**src/include/tmr2_consts.svh**
```systemverilog
`ifndef TMR2_CONSTS_SVH
`define TMR2_CONSTS_SVH

// Control register field positions
`define TMR2_HIGH_OVF_BIT   3'd7
`define TMR2_LOW_OVF_BIT    3'd6
`define TMR2_LOW_IRQ_EN_BIT 3'd5
`define TMR2_CAPT_EN_BIT    3'd4
`define TMR2_SPLIT_BIT      3'd3
`define TMR2_RUN_BIT        3'd2
`define TMR2_ALT_CLK_MSB    3'd1
`define TMR2_ALT_CLK_LSB    3'd0

// Reset values
`define TMR2_CTRL_RESET     8'h00
`define TMR2_COUNT_RESET    16'h0000
`define TMR2_RELOAD_RESET   16'h0000

// Timing counts
`define TMR2_SYS_DIV        4'd12
// Last phase of the slow divide-by-8, so the first tick needs eight rises
`define TMR2_SLOW_DIV       3'd7
`define TMR2_BYTE_MAX       8'hff

`endif

```
**src/include/tmr2_pkg.sv**
```systemverilog
package tmr2_pkg;

    typedef enum logic [1:0] {
        TMR2_ALT_SYSDIV12 = 2'b00,
        TMR2_ALT_COMP0    = 2'b01,
        TMR2_ALT_SYSDIV_B = 2'b10,
        TMR2_ALT_SLOWDIV8 = 2'b11
    } tmr2_alt_e;

    typedef struct packed {
        logic      high_overflow_flag;
        logic      low_overflow_flag;
        logic      low_byte_irq_enable;
        logic      capture_enable;
        logic      split_mode_enable;
        logic      run_control;
        tmr2_alt_e alt_clock_select;
    } tmr2_ctrl_s;

    typedef struct packed {
        logic [7:0] high;
        logic [7:0] low;
    } tmr2_word_s;

endpackage : tmr2_pkg

```
**src/logic/tmr2_sync.sv**
```systemverilog
`timescale 1ns/1ps
// Two-flop synchroniser; stage one feeds only stage two
module tmr2_sync (
    // Clock and reset
    input  wire logic clk_in,
    input  wire logic rst_n_in,
    // Data
    input  wire logic async_in,
    output logic      sync_out
);
    logic meta_q;
    logic meta_d;
    logic sync_q;
    logic sync_d;

    always_comb begin
        meta_d = async_in;
        sync_d = meta_q;
    end

    always_ff @(posedge clk_in) begin
        if (!rst_n_in) begin
            meta_q <= 1'b0;
            sync_q <= 1'b0;
        end else begin
            meta_q <= meta_d;
            sync_q <= sync_d;
        end
    end

    assign sync_out = sync_q;
endmodule : tmr2_sync

```
**src/logic/tmr2_ctrl.sv**
```systemverilog
`timescale 1ns/1ps
// Function
// - High byte wrap sets high flag
// - 16-bit wrap sets high flag
// - High flag requests interrupt when enabled
// - High flag cleared only by software
// - Low byte wrap sets low flag always
// - Low enable plus irq enable interrupts low
// - Capture enable selects capture mode
// - Split bit gives two 8-bit timers
// - Run bit gates counting in 16-bit
// - Split: run gates only high byte
// - Split: per-byte system_clock or external select
// - External source decode by two-bit field
// - Capture trigger decode by high bit of same field
// - External sources synchronised before use
// - 16-bit overflow loads reload value
// - Capture copies count, sets high flag
`include "tmr2_consts.svh"
module tmr2_ctrl (
    // Clock and reset
    input  wire logic                 clk_in,
    input  wire logic                 rst_n_in,
    // Control register port
    input  wire logic                 ctrl_wr_in,
    input  wire tmr2_pkg::tmr2_ctrl_s ctrl_wdata_in,
    output tmr2_pkg::tmr2_ctrl_s      ctrl_rdata_out,
    // Count and reload writes
    input  wire logic                 count_wr_in,
    input  wire tmr2_pkg::tmr2_word_s count_wdata_in,
    input  wire logic                 reload_wr_in,
    input  wire tmr2_pkg::tmr2_word_s reload_wdata_in,
    output tmr2_pkg::tmr2_word_s      count_out,
    output tmr2_pkg::tmr2_word_s      reload_out,
    // Clock select bits from clock control
    input  wire logic                 high_byte_system_clock_select_in,
    input  wire logic                 low_byte_system_clock_select_in,
    // Asynchronous sources
    input  wire logic                 comparator0_in,
    input  wire logic                 slow_osc_in,
    // Interrupt
    input  wire logic                 timer_irq_enable_in,
    output logic                      timer_irq_out
);
    import tmr2_pkg::*;

    // Comparator and slow oscillator live in other clock domains
    logic       comp_s;
    logic       slow_s;
    tmr2_sync u_sync_comp (
        .clk_in   (clk_in),
        .rst_n_in (rst_n_in),
        .async_in (comparator0_in),
        .sync_out (comp_s)
    );
    tmr2_sync u_sync_slow (
        .clk_in   (clk_in),
        .rst_n_in (rst_n_in),
        .async_in (slow_osc_in),
        .sync_out (slow_s)
    );

    tmr2_ctrl_s ctrl_q;
    tmr2_ctrl_s ctrl_d;
    tmr2_word_s cnt_q;
    tmr2_word_s cnt_d;
    tmr2_word_s rld_q;
    tmr2_word_s rld_d;
    logic       comp_prev_q;
    logic       comp_prev_d;
    logic       slow_prev_q;
    logic       slow_prev_d;
    logic [3:0] div12_q;
    logic [3:0] div12_d;
    logic [2:0] div8_q;
    logic [2:0] div8_d;

    logic comp_rise;
    logic slow_rise;
    logic sys12_tick;
    logic slow8_tick;
    logic ext_tick;
    logic capt_tick;
    logic tick_h;
    logic tick_l;
    logic low_wrap;
    logic high_wrap;
    logic full_wrap;
    logic capt_event;
    logic set_high;
    logic set_low;
    logic irq_high;
    logic irq_low;

    // Edge detectors and prescalers
    always_comb begin
        comp_rise   = comp_s & ~comp_prev_q;
        slow_rise   = slow_s & ~slow_prev_q;
        comp_prev_d = comp_s;
        slow_prev_d = slow_s;
        sys12_tick  = (div12_q == `TMR2_SYS_DIV - 4'd1);
        div12_d     = sys12_tick ? 4'd0 : div12_q + 4'd1;
        // Tick on the eighth rise, not on the first after reset
        slow8_tick  = slow_rise && (div8_q == `TMR2_SLOW_DIV);
        div8_d      = slow_rise ? div8_q + 3'd1 : div8_q;
    end

    // External source and capture trigger selection
    always_comb begin
        case (ctrl_q.alt_clock_select)
            TMR2_ALT_SYSDIV12: ext_tick = sys12_tick;
            TMR2_ALT_COMP0:    ext_tick = comp_rise;
            TMR2_ALT_SYSDIV_B: ext_tick = sys12_tick;
            TMR2_ALT_SLOWDIV8: ext_tick = slow8_tick;
            default:           ext_tick = 1'b0;
        endcase
        capt_tick  = ctrl_q.alt_clock_select[1] ? comp_rise : slow8_tick;
        capt_event = ctrl_q.capture_enable && capt_tick;
        tick_h     = high_byte_system_clock_select_in ? 1'b1 : ext_tick;
        tick_l     = low_byte_system_clock_select_in ? 1'b1 : ext_tick;
    end

    // Counter next state
    always_comb begin
        cnt_d     = cnt_q;
        low_wrap  = 1'b0;
        high_wrap = 1'b0;
        full_wrap = 1'b0;
        if (ctrl_q.split_mode_enable) begin
            // Low byte ignores the run bit in split mode
            if (tick_l) begin
                low_wrap  = (cnt_q.low == `TMR2_BYTE_MAX);
                cnt_d.low = low_wrap ? rld_q.low : cnt_q.low + 8'h01;
            end
            if (tick_h && ctrl_q.run_control) begin
                high_wrap  = (cnt_q.high == `TMR2_BYTE_MAX);
                cnt_d.high = high_wrap ? rld_q.high : cnt_q.high + 8'h01;
            end
        end else if (ctrl_q.run_control && tick_l) begin
            // Low byte carry moves the high byte
            low_wrap  = (cnt_q.low == `TMR2_BYTE_MAX);
            full_wrap = low_wrap && (cnt_q.high == `TMR2_BYTE_MAX);
            high_wrap = full_wrap;
            cnt_d     = full_wrap ? rld_q : tmr2_word_s'(cnt_q + 16'h0001);
        end
        // A count write overrides counting in that cycle
        if (count_wr_in) begin
            cnt_d = count_wdata_in;
        end
    end

    // Reload word; capture overrides the reload write in the same cycle
    always_comb begin
        rld_d = rld_q;
        if (reload_wr_in) begin
            rld_d = reload_wdata_in;
        end
        if (capt_event) begin
            rld_d = cnt_q;
        end
    end

    // Flags: a hardware set beats a clearing write in the same cycle
    always_comb begin
        set_high = high_wrap || capt_event;
        set_low  = low_wrap;
        ctrl_d   = ctrl_q;
        if (ctrl_wr_in) begin
            ctrl_d = ctrl_wdata_in;
        end
        if (set_high) begin
            ctrl_d.high_overflow_flag = 1'b1;
        end
        if (set_low) begin
            ctrl_d.low_overflow_flag = 1'b1;
        end
    end

    // Source state registers
    always_ff @(posedge clk_in) begin
        if (!rst_n_in) begin
            comp_prev_q <= 1'b0;
            slow_prev_q <= 1'b0;
            div12_q     <= 4'd0;
            div8_q      <= 3'd0;
        end else begin
            comp_prev_q <= comp_prev_d;
            slow_prev_q <= slow_prev_d;
            div12_q     <= div12_d;
            div8_q      <= div8_d;
        end
    end

    // Count word register
    always_ff @(posedge clk_in) begin
        if (!rst_n_in) begin
            cnt_q <= tmr2_word_s'(`TMR2_COUNT_RESET);
        end else begin
            cnt_q <= cnt_d;
        end
    end

    // Reload word register
    always_ff @(posedge clk_in) begin
        if (!rst_n_in) begin
            rld_q <= tmr2_word_s'(`TMR2_RELOAD_RESET);
        end else begin
            rld_q <= rld_d;
        end
    end

    // Control register
    always_ff @(posedge clk_in) begin
        if (!rst_n_in) begin
            ctrl_q <= tmr2_ctrl_s'(`TMR2_CTRL_RESET);
        end else begin
            ctrl_q <= ctrl_d;
        end
    end

    // Level request while any enabled flag stands
    assign irq_high      = ctrl_q.high_overflow_flag;
    assign irq_low       = ctrl_q.low_byte_irq_enable && ctrl_q.low_overflow_flag;
    assign timer_irq_out = timer_irq_enable_in && (irq_high || irq_low);
    assign ctrl_rdata_out = ctrl_q;
    assign count_out      = cnt_q;
    assign reload_out     = rld_q;
endmodule : tmr2_ctrl

```
**config.mk**
```make
export PLATFORM = sky130hd
export DESIGN_NAME = tmr2_ctrl
export DESIGN_NICKNAME = d
export VERILOG_FILES = /design/src/include/tmr2_pkg.sv /design/src/logic/tmr2_sync.sv /design/src/logic/tmr2_ctrl.sv
export VERILOG_INCLUDE_DIRS = /design/src /design/src/include
export SDC_FILE = /design/constraint.sdc
export NUM_CORES = 1
export LEC_CHECK = 0
export BUFFER_PORTS_ARGS = -buffer_cell sky130_fd_sc_hd__buf_4
export CAP_MARGIN = 15
export CORE_MARGIN = 1.5
export CORE_UTILIZATION = 51
export CTS_CLUSTER_SIZE = 40
export DETAILED_ROUTE_END_ITERATION = 16
export PLACE_DENSITY = 0.88
export REMOVE_ABC_BUFFERS = 1
export SYNTH_ARGS = -nofsm -noshare
export SYNTH_HDL_FRONTEND = slang
export SYNTH_SLANG_ARGS = --single-unit
```
**constraint.sdc**
```tcl
create_clock -name clk_in -period 2.7 [get_ports clk_in]
set_input_delay 0.54 -clock clk_in [delete_from_list [all_inputs] [get_ports clk_in]]
set_output_delay 0.54 -clock clk_in [all_outputs]
set_load 0.005 [all_outputs]
```
==> metrics.json, run 1 <==
{
  "synth": {
    "synth-seq-cells": 53,
    "synth_warnings": 0,
    "ffs_w_async_s_r_synth_pct": 0,
    "syn_inst": 330,
    "synthTopCellsByArea": "dfxtp_1 (36%), mux2i_1 (10%), o211a_1 (5.5%), nand2_1 (5.4%), a21oi_1 (3.3%)",
    "synth-edff-count": 0,
    "synth_top_cell_area_share_pct": 36.5,
    "synth_flop_cell": "dfxtp_1",
    "syn-cell-area_um2": 2910,
    "syn_avg_cell_area_um2": 8.82,
    "synth_seq_area_share_pct": 36.5,
    "netlist.top_cell.by_area": "dfxtp_1",
    "synth.lib_cells_used.distinct": 56
  },
  "cts": {
    "cts_max_level": 2,
    "clk_root_buffer_cell": "clkbuf_8",
    "path_clk_slew_ns": 0.09,
    "cts_setup_buffers": 0,
    "clock_sink_count": 53,
    "clock_tree.buffer_depth": 2,
    "clock_insertion_delay_at_the_later_pin_of_the_skew_report_ns": 0.31,
    "cts-resized-gates": 0,
    "post_cts_hold_buffer_count": 0,
    "tritoncts.num_buffers": 5,
    "cts_tree": "yes"
  },
  "place": {
    "dp_hpwl_um": 5240,
    "dpl.cell_count": 470,
    "placement.io_buffers": 90,
    "globalplace.congestion": 0.844
  },
  "run_status": {
    "result_of_the_run": "finished clean"
  },
  "sta": {
    "period_needed_ns": 2.32,
    "timing.fmax_mhz": 432,
    "period_share_pct": 85.8,
    "slew_viol_final": 0,
    "worst_slew_pin_slew_ns": 0.814,
    "fin_setup_tns_ns": 0,
    "report.final.hold_viol_count": 0,
    "slew_headroom_pct": 45.7,
    "rsz0062_at_grt": "no",
    "skew_ns": 0.00724,
    "timing.final.setup_violations": 0
  },
  "global_routing": {
    "grt_pass1_vias": 2582,
    "grt_antenna_before_repair": 0,
    "wire_length_of_the_first_global_routing_pass_um": 12200,
    "grt.total_usage_pct": 24.7,
    "pin_count_of_the_biggest_net_entering_global_routing": 35,
    "globalRouteOverflowTotal": 0
  },
  "die": {
    "die_width_um": 78.5,
    "die_y_um": 78.5,
    "fp.coreArea_um2": 5510,
    "initial_util_pct": 52.8,
    "floorplan.io_pins": 91,
    "std_cell_rows": 27,
    "die_area_um2": 6170
  },
  "setup_path": {
    "criticalPathCategory": "reg -> reg",
    "worst_setup_path_start_kind": "flip-flop",
    "cp_data_required_time_ns": 2.94,
    "critical_path.max_fanout": 11,
    "worst_ep_arrival_time_ns": 2.56,
    "worstSetupEndpointType": "flip-flop"
  },
  "drt": {
    "avgRoutedWirePerCell_um": 15.5,
    "vias": 2780,
    "initialDrtViolationCount": 205,
    "drtPass1Iterations": 4,
    "routed_wl_um": 7410,
    "drt.antenna.violating_nets": 0,
    "drc": 0,
    "detail_route.vias_per_cell": 5.82
  },
  "min_path": {
    "worst_hold_path_type": "in -> reg"
  },
  "cells_and_area": {
    "mostFrequentLayoutCell": "buf_4",
    "layout.nets": 460,
    "layout.cells.non_filler": 478,
    "syn2layout_area_growth_pct": 25.8,
    "n_antenna_cell": 0,
    "fin_util_pct": 66.5,
    "post_route_cells_drive_above_1_share_pct": 26.6,
    "mostFrequentLayoutCells": "buf_4 (93), dfxtp_1 (53), nand2_1 (42), mux2i_1 (29), a21oi_1 (19)"
  },
  "pwr": {
    "power.ir.vdd_worst_mv": 0.292,
    "static-leakage-power_nw": 1.72,
    "power-per-cell-area_nw_per_um2": 440
  },
  "flow_run": {
    "timing.max_cap.violations": 0
  }
}
## where the power goes
group | internal [W] | leakage, nW | switching [W]
Combinational | 0.000168 | 1.24 | 0.000120
Sequential | 0.000828 | 0.437 | 0.0000620
Clock | 0.000180 | 0.0450 | 0.000253
Total | 0.00118 | 1.72 | 0.000435
## kinds of logic (layout without fill, tap and decap cells)
logic type      Yosys count  count (layout)  synth area share (%)
buf+inv                  27             103                  4.34
flops                    53              53                  36.5
mux                      30              30                  10.4
xor+xnor                  9               9                  2.71
compound gates           87              87                  22.4
fa+ha+maj                 5               5                  2.15
simple gates            119             119                  21.6
## layout make-up
| type | instances | area [µm²] |
|---|---|---|
| tap | 72 | 90.1 |
| clock buffer | 6 | 72.6 |
| fill | 464 | 1850 |
| clock inverter | 2 | 10.0 |
| multi-input combinational | 250 | 1720 |
| sequential | 53 | 1060 |
| timing repair buffer | 93 | 698 |
| inverter | 2 | 7.51 |
## metal layers
layer	track usage (%)	wire, µm
met2	42.3	3660
met5	0	0
met4	7.86	97
met3	5.23	548
met1	30.8	3110
## critical path: stages, from the launching register on
cell and delay, ns:
dfxtp_1 0.38, ha_1 0.25, and4bb_2 0.31, nor2_1 0.08
a21oi_1 0.66, a21oi_1 0.15, a211o_1 0.28, a21boi_1 0.13
## registers in the layout, summed over array words and instances, names as in the netlist
name,flops
u_sync_slow.meta_q,1
u_sync_slow.sync_out,1
comp_prev_q,1
div8_q,3
div12_q,4
u_sync_comp.sync_out,1
reload_out,16
u_sync_comp.meta_q,1
count_out,16
slow_prev_q,1
ctrl_rdata_out,7
irq_high,1
## path summary, 6_finish.rpt
kind	from	endpoint	slack, ns	depth (start not counted)
max	div12_q[0]	count_out[4]	0.38	7
min	slow_osc_in	u_sync_slow.meta_q	0.43	2
max reg2reg	div12_q[0]	count_out[4]	0.38	7
min reg2reg	u_sync_comp.meta_q	u_sync_comp.sync_out	0.44	1
## synthesized netlist by cell type (2+ instances only)
cell type,number
a41oi_1,2
nand4_1,3
nor2_1,12
nand3b_1,2
and3_1,3
or3_1,2
o21ai_1,3
inv_1,2
o22ai_1,2
o211ai_1,4
a31oi_1,2
xnor2_1,6
buf_4,3
dfxtp_1,53
and4_1,4
clkbuf_1,15
nor4_1,2
o31ai_1,4
a211oi_1,4
a22o_1,2
nor3_1,4
ha_1,5
xor2_1,3
and2_1,7
nand3_1,13
o211a_1,16
nor2b_1,15
o21ai_0,11
mux2i_1,29
a21oi_1,19
buf_2,5
a21o_1,2
nor3b_1,3
a211o_1,3
nand2_1,42
o21a_1,3
## per-stage QoR
stage / hold slack [ns] / total power (W) / area (µm²) / setup WS [ns]
finish: 0.435 / 0.00161 / 3660 / 0.383
floorplan: 0.412 / 0.00102 / 2790 / 0.694
detailed placement: 0.417 / 0.00119 / 3580 / 0.446
global placement: 0.418 / 0.00118 / 3580 / 0.538
CTS: 0.435 / 0.00162 / 3660 / 0.401
global route: 0.430 / 0.00169 / 3660 / 0.133
No activity file was read; power rests on OpenSTA's default activity.
==> run 2, diff against run 1 <==
CORE_UTILIZATION = 40   (was 51)
PLACE_DENSITY = 0.73   (was 0.88)
==> metrics.json, run 2 (synthesized netlist as in run 1, its figures left out) <==
{
  "sta": {
    "timing.final.setup_violations": 0,
    "timing.final.ws_setup_ns": 0.470,
    "skew_ns": 0.00770,
    "slew_headroom_pct": 64.0,
    "hold-worst-slack_ns": 0.439,
    "report.final.hold_viol_count": 0,
    "slew_viol_final": 0,
    "period_needed_ns": 2.23,
    "worst_slew_pin_slew_ns": 0.541,
    "timing.fmax_mhz": 448,
    "rsz0062_at_grt": "no",
    "period_share_pct": 82.6,
    "fin_setup_tns_ns": 0
  },
  "cts": {
    "clock_sink_count": 53,
    "path_clk_slew_ns": 0.09,
    "post_cts_hold_buffer_count": 0,
    "clk_root_buffer_cell": "clkbuf_8",
    "clock_insertion_delay_at_the_later_pin_of_the_skew_report_ns": 0.30,
    "clock_tree.buffer_depth": 2,
    "cts-resized-gates": 0,
    "cts_tree": "yes",
    "cts_max_level": 2,
    "cts_setup_buffers": 0,
    "tritoncts.num_buffers": 5
  },
  "place": {
    "worst_slack_after_detailed_placement_ns": 0.505,
    "placement.io_buffers": 90,
    "dpl.cell_count": 495,
    "dp_hpwl_um": 5390,
    "globalplace.congestion": 0.897
  },
  "flow_run": {
    "timing.max_cap.violations": 0
  },
  "die": {
    "std_cell_rows": 30,
    "die_y_um": 88.3,
    "initial_util_pct": 42.1,
    "die_width_um": 88.3,
    "die_area_um2": 7790,
    "fp.coreArea_um2": 6910,
    "floorplan.io_pins": 91
  },
  "cells_and_area": {
    "syn2layout_area_growth_pct": 28.4,
    "layout.nets": 461,
    "mostFrequentLayoutCells": "buf_4 (94), dfxtp_1 (53), nand2_1 (42), mux2i_1 (29), a21oi_1 (19)",
    "layout.cells.non_filler": 503,
    "sequential_cell_area_um2": 1060,
    "multi_input_comb_area_um2": 1720,
    "post_route_cells_drive_above_1_share_pct": 27.0,
    "mostFrequentLayoutCell": "buf_4",
    "n_antenna_cell": 0,
    "fillerInstances": 675
  },
  "global_routing": {
    "wire_length_of_the_first_global_routing_pass_um": 11600,
    "grt_pass1_vias": 2397,
    "grt_antenna_before_repair": 0,
    "pin_count_of_the_biggest_net_entering_global_routing": 34,
    "globalRouteOverflowTotal": 0,
    "grt.total_usage_pct": 19.2
  },
  "drt": {
    "drt.antenna.violating_nets": 0,
    "avgRoutedWirePerCell_um": 14.8,
    "initialDrtViolationCount": 143,
    "drtPass1Iterations": 4,
    "routed_wl_um": 7470,
    "vias": 2711,
    "drc": 0,
    "detail_route.vias_per_cell": 5.39
  },
  "pwr": {
    "p_switching_w": 0.000445,
    "internal_power_w": 0.00130,
    "switching_part_of_the_total_power_pct": 25.5,
    "p_seq_share_pct": 50.9,
    "power.ir.vdd_worst_mv": 0.329,
    "static-leakage-power_nw": 1.74,
    "power-per-cell-area_nw_per_um2": 467,
    "p_clk_share_pct": 32.4,
    "power.share.combinational_pct": 16.7,
    "finalPower_w": 0.00174
  },
  "setup_path": {
    "critical_path.max_fanout": 12,
    "worst_setup_path_start_kind": "flip-flop",
    "worstSetupEndpointType": "flip-flop",
    "cp_data_required_time_ns": 2.93,
    "r2r_cells": 8,
    "criticalPathCategory": "reg -> reg",
    "worst_ep_arrival_time_ns": 2.46
  },
  "min_path": {
    "worst_hold_path_type": "reg -> reg",
    "worst_hold_path.num_cells": 1
  },
  "run_status": {
    "result_of_the_run": "finished clean"
  }
}
==> run 2: critical path, cell delays in order, from the launching register on <==
cell	delay (ns)
dfxtp_1	0.34
ha_1	0.19
ha_1	0.19
and4b_1	0.18
o21a_1	0.22
o31ai_4	0.53
nor3b_2	0.14
and4_1	0.22
nor3_1	0.16
==> run 2: power by group through the flow <==
stage / Sequential [W] / Combinational [W] / Clock [W]
2_1_floorplan: 0.000896 / 0.000125 / 0
3_3_place_gp: 0.000903 / 0.000286 / 0
3_5_place_dp: 0.000905 / 0.000293 / 0
4_1_cts: 0.000887 / 0.000294 / 0.000574
6_report: 0.000887 / 0.000292 / 0.000566
5_1_grt: 0.000896 / 0.000322 / 0.000604
==> run 2: path summary, 6_finish.rpt <==
| path | to | start | slack [ns] |
|---|---|---|---|
| max | count_out[10] | div8_q[0] | 0.47 |
| min | u_sync_slow.sync_out | u_sync_slow.meta_q | 0.44 |
| max reg2reg | count_out[10] | div8_q[0] | 0.47 |
| min reg2reg | u_sync_slow.sync_out | u_sync_slow.meta_q | 0.44 |
==> run 2: per-stage QoR <==
step                area (µm²)  utilization [%]
floorplan                 2790                -
global placement          3620             52.4
detailed placement        3620             52.4
CTS                       3740             54.1
global route              3740             54.1
finish                    3740             54.1
==> run 2: area by class of cell <==
class                           instances  share of cell area [%]
Clock inverter                          2                    1.00
Tap cell                               96                    3.22
Clock buffer                            6                    2.21
Timing Repair Buffer                   94                    18.9
Multi-Input combinational cell        250                    46.1
Inverter                                2                   0.201
Sequential cell                        53                    28.4
==> run 2: per-layer routing <==
metal	part of all wire, %	global-route usage (%)	up-vias	routed length (µm)
met4	1.0	5.54	0	77
met5	0	0	-	0
met1	46	25.9	1263	3470
met3	5.5	3.82	8	412
met2	47	31.2	84	3510
li1	-	-	1356	-
